## src/design/proc_ctrl_pkg.sv

```systemverilog
// constants and types shared by the processor control block and its alu
// assumes a single 50 MHz clock
package proc_ctrl_pkg;

  // clock and initialize timing
  localparam int CLOCK_MHZ     = 50;
  localparam int INIT_TIME_NS  = 10000;  // bus initialize pulse after dc power good
  localparam int INIT_CYCLES   = (INIT_TIME_NS * CLOCK_MHZ + 999) / 1000;
  localparam int INIT_CNT_W    = 10;

  // status word layout
  localparam int SW_W          = 8;
  localparam int SW_PRIO_BIT   = 7;  // external interrupt enable
  localparam int SW_TRACE_BIT  = 4;  // trace trap enable
  localparam int SW_N_BIT      = 3;
  localparam int SW_Z_BIT      = 2;
  localparam int SW_V_BIT      = 1;
  localparam int SW_C_BIT      = 0;
  localparam logic [7:0] SW_RESET    = 8'h00;
  localparam logic [7:0] SW_RSV_MASK = 8'h60;  // bits 6:5 read as zero

  // general registers
  localparam int WORD_W        = 16;
  localparam int BYTE_W        = 8;
  localparam int NUM_REGS      = 8;
  localparam logic [2:0] LAST_BYTE_REG = 3'h5;
  localparam logic [2:0] SP_INDEX      = 3'h6;
  localparam logic [2:0] PC_INDEX      = 3'h7;
  localparam logic [15:0] REG_RESET    = 16'h0000;

  // power fail trap vector, 24 octal
  localparam logic [15:0] POWER_FAIL_VECTOR = 16'h0014;

  // jumper selected power-up behaviour
  typedef enum logic [1:0] {
    PUP_VECTOR  = 2'h0,
    PUP_CONSOLE = 2'h1,
    PUP_BOOT    = 2'h2,
    PUP_USER    = 2'h3
  } powerup_mode_t;

  // alu operations
  typedef enum logic [3:0] {
    OP_MOV = 4'h0,
    OP_ADD = 4'h1,
    OP_SUB = 4'h2,
    OP_AND = 4'h3,
    OP_OR  = 4'h4,
    OP_XOR = 4'h5,
    OP_COM = 4'h6,
    OP_NEG = 4'h7,
    OP_INC = 4'h8,
    OP_DEC = 4'h9,
    OP_ASR = 4'ha,
    OP_ASL = 4'hb
  } alu_op_t;

  // overall control states, one-hot
  typedef enum logic [5:0] {
    ST_RESET = 6'h01,
    ST_INIT  = 6'h02,
    ST_PWAIT = 6'h04,
    ST_RUN   = 6'h08,
    ST_HALT  = 6'h10,
    ST_STEP  = 6'h20
  } ctrl_state_t;

endpackage : proc_ctrl_pkg

```

## src/design/alu_if.sv

```systemverilog
// operands, result and flags between the control block and its alu
// assumes one clock domain; all signals combinational
`timescale 1ns/1ps
interface alu_if;
  proc_ctrl_pkg::alu_op_t op;
  logic                   byte_op;
  logic [15:0]            a;
  logic [15:0]            b;
  logic [15:0]            result;
  logic [3:0]             flags;   // n z v c
  logic [3:0]             update;  // which flags the operation touches

  modport ctrl (output op, byte_op, a, b, input result, flags, update);
  modport alu  (input op, byte_op, a, b, output result, flags, update);
endinterface : alu_if

```

## src/design/proc_alu.sv

```systemverilog
// combinational two's complement alu for byte and word operands
// assumes the caller registers result and flags
`timescale 1ns/1ps
module proc_alu (
  alu_if.alu bus
);

  // sign of a value at the chosen operand width
  function automatic logic msb_of(input logic [15:0] v, input logic is_byte);
    msb_of = is_byte ? v[7] : v[15];
  endfunction

  // zero test at the chosen operand width
  function automatic logic zero_of(input logic [15:0] v, input logic is_byte);
    zero_of = is_byte ? (v[7:0] == 8'h00) : (v == 16'h0000);
  endfunction

  logic [15:0] ea;
  logic [15:0] eb;
  logic [16:0] wide;
  logic [15:0] r;
  logic        carry;
  logic        sa;
  logic        sb;
  logic        sr;

  //////////////////////////////////////////////////////////////////////////////
  // twos complement arithmetic
  always_comb begin
    ea    = bus.byte_op ? {8'h00, bus.a[7:0]} : bus.a;
    eb    = bus.byte_op ? {8'h00, bus.b[7:0]} : bus.b;
    unique case (bus.op)
      proc_ctrl_pkg::OP_ADD: wide = {1'b0, ea} + {1'b0, eb};
      proc_ctrl_pkg::OP_SUB: wide = {1'b0, ea} - {1'b0, eb};
      proc_ctrl_pkg::OP_NEG: wide = 17'h00000 - {1'b0, ea};
      proc_ctrl_pkg::OP_INC: wide = {1'b0, ea} + 17'h00001;
      proc_ctrl_pkg::OP_DEC: wide = {1'b0, ea} - 17'h00001;
      default:               wide = {1'b0, ea};
    endcase
    carry = bus.byte_op ? wide[8] : wide[16];
    unique case (bus.op)
      proc_ctrl_pkg::OP_MOV: r = ea;
      proc_ctrl_pkg::OP_AND: r = ea & eb;
      proc_ctrl_pkg::OP_OR:  r = ea | eb;
      proc_ctrl_pkg::OP_XOR: r = ea ^ eb;
      proc_ctrl_pkg::OP_COM: r = ~ea;
      proc_ctrl_pkg::OP_ASR: r = bus.byte_op ? {8'h00, ea[7], ea[7:1]} : {ea[15], ea[15:1]};
      proc_ctrl_pkg::OP_ASL: r = {ea[14:0], 1'b0};
      default:               r = wide[15:0];
    endcase
    if (bus.byte_op) begin
      r = {8'h00, r[7:0]};
    end
  end

  assign sa = msb_of(ea, bus.byte_op);
  assign sb = msb_of(eb, bus.byte_op);
  assign sr = msb_of(r, bus.byte_op);
  assign bus.result = r;

  always_comb begin
    bus.flags = {sr, zero_of(r, bus.byte_op), 1'b0, 1'b0};
    unique case (bus.op)
      proc_ctrl_pkg::OP_ADD: bus.flags[1:0] = {(sa == sb) && (sr != sa), carry};
      proc_ctrl_pkg::OP_SUB: bus.flags[1:0] = {(sa != sb) && (sr != sa), carry};
      proc_ctrl_pkg::OP_NEG: bus.flags[1:0] = {sr && zero_of({r[14:0], 1'b0}, bus.byte_op)
                                               && (bus.byte_op ? (r[6:0] == 7'h00) : 1'b1),
                                               !zero_of(r, bus.byte_op)};
      proc_ctrl_pkg::OP_INC: bus.flags[1:0] = {sr && !sa, 1'b0};
      proc_ctrl_pkg::OP_DEC: bus.flags[1:0] = {!sr && sa, 1'b0};
      proc_ctrl_pkg::OP_COM: bus.flags[1:0] = 2'h1;
      proc_ctrl_pkg::OP_ASR: bus.flags[1:0] = {sr ^ ea[0], ea[0]};
      proc_ctrl_pkg::OP_ASL: bus.flags[1:0] = {sr ^ sa, sa};
      default:               bus.flags[1:0] = 2'h0;
    endcase
  end

  // carry is left alone by moves, and/or/xor and inc/dec
  always_comb begin
    unique case (bus.op)
      proc_ctrl_pkg::OP_MOV, proc_ctrl_pkg::OP_AND, proc_ctrl_pkg::OP_OR,
      proc_ctrl_pkg::OP_XOR, proc_ctrl_pkg::OP_INC, proc_ctrl_pkg::OP_DEC:
        bus.update = 4'he;
      default:
        bus.update = 4'hf;
    endcase
  end

endmodule : proc_alu

```

## src/design/proc_power_run_halt.sv

```systemverilog
// overall processor control: power sequencing, run/halt, status word, general registers
// assumes power pins, halt switch and jumper are asynchronous; console and execution
// strobes come from logic on i_clock
`timescale 1ns/1ps
module proc_power_run_halt (
  input  wire logic        i_clock,
  input  wire logic        i_reset_n,
  input  wire logic        i_dc_power_good,
  input  wire logic        i_ac_power_good,
  input  wire logic        i_halt_switch,
  input  wire logic [1:0]  i_powerup_jumper,
  input  wire logic        i_resume,
  input  wire logic        i_restart,
  input  wire logic [15:0] i_restart_addr,
  input  wire logic        i_step_done,
  input  wire logic        i_alu_valid,
  input  wire logic [3:0]  i_alu_op,
  input  wire logic        i_alu_byte,
  input  wire logic [15:0] i_alu_a,
  input  wire logic [15:0] i_alu_b,
  input  wire logic        i_reg_wr,
  input  wire logic [2:0]  i_reg_wr_addr,
  input  wire logic        i_reg_wr_byte,
  input  wire logic [15:0] i_reg_wr_data,
  input  wire logic [2:0]  i_reg_rd_addr,
  input  wire logic        i_reg_rd_byte,
  input  wire logic        i_read_status_instr,
  input  wire logic        i_write_status_instr,
  input  wire logic [7:0]  i_write_status_data,
  input  wire logic        i_console_status_wr,
  input  wire logic [7:0]  i_console_status_data,
  output logic             o_bus_init_n,
  output logic             o_running,
  output logic             o_halted,
  output logic             o_halt_irq,
  output logic             o_powerup_start,
  output logic [1:0]       o_powerup_mode,
  output logic             o_power_fail_trap,
  output logic [15:0]      o_trap_vector,
  output logic [15:0]      o_alu_result,
  output logic [15:0]      o_reg_rd_data,
  output logic [15:0]      o_stack_pointer,
  output logic [15:0]      o_program_counter,
  output logic [7:0]       o_status_word
);

  alu_if alu_bus ();

  proc_alu u_alu (
    .bus (alu_bus)
  );

  // register index that allows byte access
  function automatic logic byte_ok(input logic [2:0] idx);
    byte_ok = (idx <= proc_ctrl_pkg::LAST_BYTE_REG);
  endfunction

  //////////////////////////////////////////////////////////////////////////////
  // two-flop synchronisers for every pin input
  logic [4:0] sync_meta;
  logic [4:0] sync_pins;
  logic       dc_good;
  logic       ac_good;
  logic       halt_req;
  logic [1:0] jumper;
  logic       ac_good_last;

  always_ff @(posedge i_clock or negedge i_reset_n) begin
    if (!i_reset_n) begin
      sync_meta <= 5'h00;
      sync_pins <= 5'h00;
    end else begin
      sync_meta <= {i_powerup_jumper, i_halt_switch, i_ac_power_good, i_dc_power_good};
      sync_pins <= sync_meta;
    end
  end

  assign dc_good  = sync_pins[0];
  assign ac_good  = sync_pins[1];
  assign halt_req = sync_pins[2];
  assign jumper   = sync_pins[4:3];

  // previous ac level for the falling edge
  always_ff @(posedge i_clock or negedge i_reset_n) begin
    if (!i_reset_n) begin
      ac_good_last <= 1'b0;
    end else begin
      ac_good_last <= ac_good;
    end
  end

  //////////////////////////////////////////////////////////////////////////////
  // overall control state machine
  proc_ctrl_pkg::ctrl_state_t state;
  proc_ctrl_pkg::ctrl_state_t next_state;
  logic [proc_ctrl_pkg::INIT_CNT_W-1:0] init_cnt;
  logic       init_done;
  logic       ac_drop;
  logic       console_mode;

  assign init_done    = (init_cnt == proc_ctrl_pkg::INIT_CNT_W'(proc_ctrl_pkg::INIT_CYCLES - 1));
  assign ac_drop      = ac_good_last && !ac_good;
  assign console_mode = (o_powerup_mode == proc_ctrl_pkg::PUP_CONSOLE);

  always_comb begin
    next_state = state;
    unique case (state)
      proc_ctrl_pkg::ST_RESET: begin
        if (dc_good) begin
          next_state = proc_ctrl_pkg::ST_INIT;
        end
      end
      proc_ctrl_pkg::ST_INIT: begin
        if (init_done) begin
          next_state = proc_ctrl_pkg::ST_PWAIT;
        end
      end
      proc_ctrl_pkg::ST_PWAIT: begin
        if (ac_good) begin
          next_state = console_mode ? proc_ctrl_pkg::ST_HALT : proc_ctrl_pkg::ST_RUN;
        end
      end
      proc_ctrl_pkg::ST_RUN: begin
        if (halt_req && !ac_drop) begin
          next_state = proc_ctrl_pkg::ST_HALT;
        end
      end
      proc_ctrl_pkg::ST_HALT: begin
        if (i_restart) begin
          next_state = proc_ctrl_pkg::ST_RUN;
        end else if (i_resume) begin
          next_state = halt_req ? proc_ctrl_pkg::ST_STEP : proc_ctrl_pkg::ST_RUN;
        end
      end
      proc_ctrl_pkg::ST_STEP: begin
        if (i_step_done) begin
          next_state = halt_req ? proc_ctrl_pkg::ST_HALT : proc_ctrl_pkg::ST_RUN;
        end
      end
    endcase
    if (!dc_good) begin
      next_state = proc_ctrl_pkg::ST_RESET;
    end
  end

  always_ff @(posedge i_clock or negedge i_reset_n) begin
    if (!i_reset_n) begin
      state <= proc_ctrl_pkg::ST_RESET;
    end else begin
      state <= next_state;
    end
  end

  // initialize length counter, cleared outside init
  always_ff @(posedge i_clock or negedge i_reset_n) begin
    if (!i_reset_n) begin
      init_cnt <= '0;
    end else if (state != proc_ctrl_pkg::ST_INIT) begin
      init_cnt <= '0;
    end else if (!init_done) begin
      init_cnt <= init_cnt + 1'b1;
    end
  end

  // jumper caught as dc good returns
  always_ff @(posedge i_clock or negedge i_reset_n) begin
    if (!i_reset_n) begin
      o_powerup_mode <= proc_ctrl_pkg::PUP_VECTOR;
    end else if (state == proc_ctrl_pkg::ST_RESET && dc_good) begin
      o_powerup_mode <= jumper;
    end
  end

  //////////////////////////////////////////////////////////////////////////////
  // registered control outputs, glitch free
  always_ff @(posedge i_clock or negedge i_reset_n) begin
    if (!i_reset_n) begin
      o_bus_init_n      <= 1'b0;
      o_running         <= 1'b0;
      o_halted          <= 1'b0;
      o_halt_irq        <= 1'b0;
      o_powerup_start   <= 1'b0;
      o_power_fail_trap <= 1'b0;
    end else begin
      o_bus_init_n      <= (next_state != proc_ctrl_pkg::ST_RESET)
                           && (next_state != proc_ctrl_pkg::ST_INIT);
      o_running         <= (next_state == proc_ctrl_pkg::ST_RUN)
                           || (next_state == proc_ctrl_pkg::ST_STEP);
      o_halted          <= (next_state == proc_ctrl_pkg::ST_HALT);
      o_halt_irq        <= (state == proc_ctrl_pkg::ST_RUN)
                           && (next_state == proc_ctrl_pkg::ST_HALT);
      o_powerup_start   <= (state == proc_ctrl_pkg::ST_PWAIT) && (next_state != state);
      // trap on ac drop in run
      o_power_fail_trap <= (state == proc_ctrl_pkg::ST_RUN) && dc_good && ac_drop;
    end
  end

  assign o_trap_vector = proc_ctrl_pkg::POWER_FAIL_VECTOR;

  //////////////////////////////////////////////////////////////////////////////
  // alu drive and registered result
  assign alu_bus.op      = proc_ctrl_pkg::alu_op_t'(i_alu_op);
  assign alu_bus.byte_op = i_alu_byte;
  assign alu_bus.a       = i_alu_a;
  assign alu_bus.b       = i_alu_b;

  always_ff @(posedge i_clock or negedge i_reset_n) begin
    if (!i_reset_n) begin
      o_alu_result <= proc_ctrl_pkg::REG_RESET;
    end else if (i_alu_valid) begin
      o_alu_result <= alu_bus.result;
    end
  end

  //////////////////////////////////////////////////////////////////////////////
  // status word; priority console, write, read, alu
  logic [7:0] sw_read_flags;

  always_comb begin
    sw_read_flags = o_status_word;
    sw_read_flags[proc_ctrl_pkg::SW_N_BIT] = o_status_word[proc_ctrl_pkg::SW_PRIO_BIT];
    sw_read_flags[proc_ctrl_pkg::SW_Z_BIT] = (o_status_word == 8'h00);
    sw_read_flags[proc_ctrl_pkg::SW_V_BIT] = 1'b0;
  end

  always_ff @(posedge i_clock or negedge i_reset_n) begin
    if (!i_reset_n) begin
      o_status_word <= proc_ctrl_pkg::SW_RESET;
    end else if (!dc_good) begin
      o_status_word <= proc_ctrl_pkg::SW_RESET;
    end else if (i_console_status_wr) begin
      o_status_word <= i_console_status_data & ~proc_ctrl_pkg::SW_RSV_MASK;
    end else if (i_write_status_instr) begin
      // write instr, trace may only clear
      o_status_word <= (i_write_status_data & ~proc_ctrl_pkg::SW_RSV_MASK
                        & ~(8'h01 << proc_ctrl_pkg::SW_TRACE_BIT))
                       | (i_write_status_data & o_status_word
                          & (8'h01 << proc_ctrl_pkg::SW_TRACE_BIT));
    end else if (i_read_status_instr) begin
      // moving the status word sets n z, clears v
      o_status_word <= sw_read_flags;
    end else if (i_alu_valid) begin
      o_status_word[proc_ctrl_pkg::SW_N_BIT:proc_ctrl_pkg::SW_C_BIT] <=
        (alu_bus.flags & alu_bus.update)
        | (o_status_word[proc_ctrl_pkg::SW_N_BIT:proc_ctrl_pkg::SW_C_BIT] & ~alu_bus.update);
    end
  end

  //////////////////////////////////////////////////////////////////////////////
  // general registers, internal only with no bus cycle
  logic [15:0] regs [proc_ctrl_pkg::NUM_REGS];

  always_ff @(posedge i_clock or negedge i_reset_n) begin
    if (!i_reset_n) begin
      for (int k = 0; k < proc_ctrl_pkg::NUM_REGS; k++) begin
        regs[k] <= proc_ctrl_pkg::REG_RESET;
      end
    end else if (state == proc_ctrl_pkg::ST_HALT && i_restart) begin
      regs[proc_ctrl_pkg::PC_INDEX] <= i_restart_addr;
    end else if (i_reg_wr) begin
      if (i_reg_wr_byte && byte_ok(i_reg_wr_addr)) begin
        regs[i_reg_wr_addr][7:0] <= i_reg_wr_data[7:0];
      end else begin
        regs[i_reg_wr_addr] <= i_reg_wr_data;
      end
    end
  end

  always_ff @(posedge i_clock or negedge i_reset_n) begin
    if (!i_reset_n) begin
      o_reg_rd_data <= proc_ctrl_pkg::REG_RESET;
    end else if (i_reg_rd_byte && byte_ok(i_reg_rd_addr)) begin
      o_reg_rd_data <= {8'h00, regs[i_reg_rd_addr][7:0]};
    end else begin
      o_reg_rd_data <= regs[i_reg_rd_addr];
    end
  end

  assign o_stack_pointer   = regs[proc_ctrl_pkg::SP_INDEX];
  assign o_program_counter = regs[proc_ctrl_pkg::PC_INDEX];

endmodule : proc_power_run_halt

```

## config.mk

```make
export PLATFORM = sky130hd
export DESIGN_NAME = proc_power_run_halt
export DESIGN_NICKNAME = d
export VERILOG_FILES = /design/src/design/proc_ctrl_pkg.sv /design/src/design/alu_if.sv /design/src/design/proc_alu.sv /design/src/design/proc_power_run_halt.sv
export SDC_FILE = /design/constraint.sdc
export NUM_CORES = 1
export LEC_CHECK = 0
export ABC_AREA = 1
export BUFFER_PORTS_ARGS = -buffer_cell sky130_fd_sc_hd__buf_2
export CAP_MARGIN = 20
export CORE_MARGIN = 2
export CORE_UTILIZATION = 45
export CTS_CLUSTER_DIAMETER = 80
export DETAILED_ROUTE_END_ITERATION = 16
export PLACE_DENSITY = 0.7
export SETUP_SLACK_MARGIN = 0.15
export SYNTH_ARGS = -nofsm -noshare
export SYNTH_HDL_FRONTEND = slang
export SYNTH_SLANG_ARGS = --single-unit
```

## constraint.sdc

```tcl
create_clock -name i_clock -period 2.09 [get_ports i_clock]
set_input_delay 0.1045 -clock i_clock [delete_from_list [all_inputs] [get_ports i_clock]]
set_output_delay 0.1045 -clock i_clock [all_outputs]
set_load 0.005 [all_outputs]
```

==> results.sh <==
export IMPL_fillers=2131
export IMPL_clk_latency_ns=0.52
export IMPL_r2r_setup_slack_ns=-0.01
export IMPL_ys_seq_area_frac=0.385
export IMPL_netlist_area_leader_share=0.383
export IMPL_routed_wl_um=51100
export IMPL_crit_family="simple AND/OR/NAND/NOR gates"
export IMPL_cp_buffers_inverters=6
export IMPL_setup_ws_ns=-1.32
export IMPL_drc_errors=0
export IMPL_core_area_um2=28600
export IMPL_h_tree_depth=1
export IMPL_dpl_hpwl_um=33700
export IMPL_tritoncts="done"
export IMPL_cpMostUsedCell="nand2_1"
export IMPL_power_density_nw_per_um2=634
export IMPL_synth_area_um2=13100
export IMPL_worst_pin_slew_ns=0.912
export IMPL_irDropWorstVdd_v=0.000495
export IMPL_grt_pass1_vias=14117
export IMPL_outcome="complete, but fails checks"
export IMPL_grt_overflow_total=0
export IMPL_fin_crit_ns=3.41
export IMPL_worst_setup_path_end_kind="flip-flop"
export IMPL_cts_path_max_buffers=3
export IMPL_async_flop_share=1.00
export IMPL_crit_path_max_incr_delay_ns=0.30
export IMPL_path_clk_slew_ns=0.06
export IMPL_synth_edf_count=0
export IMPL_synth_cells=1884
export IMPL_fin_nets=2547
export IMPL_mostFrequentLayoutCells="nand2_1, buf_4, nor2_1, dfrtp_1, o21ai_0"
export IMPL_min_path_type="in -> reg"
export IMPL_ys_ff_latch=201
export IMPL_power_static_leakage_nw=10.0
export IMPL_start_util=0.456
export IMPL_die_w_um=174
export IMPL_final_common_cell="nand2_1"
export IMPL_worstPathArrival_ns=3.80
export IMPL_drt_iter0_drc=1270
export IMPL_finalCritPeriodShare=1.63
export IMPL_placementRows=62
export IMPL_postRouteAntennaNets=0
export IMPL_grtUsageTotal=0.301
export IMPL_rsz0062_at_grt="true"
export IMPL_die_area_um2=30400
export IMPL_cts_buffers=22
export IMPL_dr_pass1_iters=5
export IMPL_area_delta_synth_final_pct=54.1
export IMPL_synth_ff_type="dfrtp_1"
export IMPL_ios=204
export IMPL_die_h_um=174
export IMPL_grt_pass1_wl_um=74200
export IMPL_port_buffers=181
export IMPL_avgSynthCellArea_um2=6.93
export IMPL_path_max_fanout=2
export IMPL_synth_simple_area_share=0.282
export IMPL_synthMuxAreaShare=0.000862
export IMPL_synth_fa_ha_area_frac=0.0523
export IMPL_failed_checks="setup timing"
export IMPL_drv_slew=0
export IMPL_critPathLaunchType="primary input"
export IMPL_crit_type="in -> reg"
export IMPL_finish_utilization=0.703
export IMPL_viasPerCell=5.55
export IMPL_synth_area_leaders="dfrtp_1, nand2_1, o21ai_0"
export IMPL_drv_cap=0
export IMPL_ys_types=43
export IMPL_routedWlPerCell_um=18.4
export IMPL_synth_top_family_by_area="simple AND/OR/NAND/NOR gates"
export IMPL_antenna_found_initial=0
export IMPL_setup_viol=18
export IMPL_vias=15457
export IMPL_synth_xor_area_frac=0.00738
export IMPL_ys_warn_count=0
export IMPL_layout_drive_gt1_share=0.378
export IMPL_slew_headroom=0.391
export IMPL_diodes=0
export IMPL_crit_slowest_cell="ha_4"
export IMPL_finClkSkew_ns=0.0273
export IMPL_routabilityCongestion=0.967
export IMPL_cts_sinks=201
export IMPL_clock_root_buffer="clkbuf_16"
export IMPL_total_power_w=0.0128
export IMPL_synth_compound_area_frac=0.168
export IMPL_clock_fmax_mhz=293
export IMPL_hold_viol=0
export IMPL_synth_top_area_cell="dfrtp_1"
export IMPL_grt_start_max_net_pins=67
export IMPL_cp_required_ns=2.48
## registers in the layout, indices dropped and copies added, names as in the netlist, 2 cells and up
| signal | count |
|---|---|
| regs | 96 |
| o_alu_result | 16 |
| o_program_counter | 16 |
| o_reg_rd_data | 16 |
| o_stack_pointer | 16 |
| init_cnt | 10 |
| o_status_word | 6 |
| state | 6 |
| sync_meta | 5 |
| sync_pins | 5 |
| o_powerup_mode | 2 |
## kinds of logic after synthesis
family          Yosys count
xor+xnor                 11
fa+ha+maj                54
flops                   201
other cells               2
mux                       1
buf+inv                 301
compound gates          416
simple gates            898
## layout make-up
class                      count  area, um^2  share of cell area
tap                          384         480              0.0239
timing repair buffer         577        4720               0.235
inverter                     184         739              0.0367
clock buffer                  33         622              0.0309
multi-input combinational   1399        8460               0.420
clock inverter                 6        73.8             0.00367
sequential                   201        5030               0.250
## per-stage QoR
step           worst slack, ns  instances  TNS [ns]  hold WS [ns]  instance area [um^2]
6_report                 -1.32       2784    -10.43        0.0368                 20100
5_1_grt                  -1.59       2784    -13.79        0.0534                 20100
4_1_cts                  -1.12       2741     -8.38        0.0151                 18200
3_5_place_dp             -1.94       2625    -25.96         0.151                 16500
3_3_place_gp             -1.91       2625    -24.00         0.144                 16500
2_1_floorplan            -1.35       1900     -6.85        -0.191                 13400
## layer usage
metal | GRT usage | share of wire
met1 | 0.416 | 0.40
met2 | 0.495 | 0.48
met3 | 0.0374 | 0.085
met4 | 0.0889 | 0.034
met5 | 0 | 0
## report_power, final
group	switching [W]	internal [W]
Sequential	0.000476	0.00447
Combinational	0.00217	0.00187
Clock	0.00158	0.00219
Total	0.00423	0.00853
## worst min-delay path, stage by stage
cell and delay (ns):
buf_2 0.10, inv_1 0.15, o21ai_2 0.17
## final timing paths
check                                       to         startpoint  cells after the start
max in group asynchronous             regs[39]          i_reset_n                      3
setup / recovery              o_status_word[1]         i_alu_b[1]                     35
hold / removal             o_stack_pointer[15]  i_reg_wr_data[15]                      3
setup reg to reg            o_stack_pointer[6]           state[0]                     11
hold reg to reg                   sync_pins[3]       sync_meta[3]                      0
min in group asynchronous             state[3]          i_reset_n                      2
## synthesized netlist by cell type (3+ instances only)
library cell / n
or2_2: 3
clkbuf_1: 44
ha_1: 53
dfrtp_1: 200
nor2_2: 6
a211oi_1: 3
buf_2: 19
inv_1: 176
o21ai_1: 4
nor2_1: 237
nand2_1: 485
xnor2_1: 3
o21ai_0: 298
buf_4: 52
a31oi_1: 22
nand3b_1: 8
nor3_1: 21
a21oi_1: 43
nand4_1: 17
o211ai_1: 6
o22ai_1: 31
inv_2: 6
nor4_1: 6
xor2_1: 8
nand2_2: 7
nand3_1: 103
## what timing repair did
| action | CTS | global route |
|---|---|---|
| cloned | 1 | 11 |
| pin swaps | 80 | 123 |
| endpoints found under the hold margin | 111 | 0 |
| hold buffers | 51 | 0 |
| setup endpoints to repair | 140 | 58 |
| buffers inserted | 25 | 33 |
| gates resized for setup | 99 | 449 |
(Power assumes the default switching activity.)
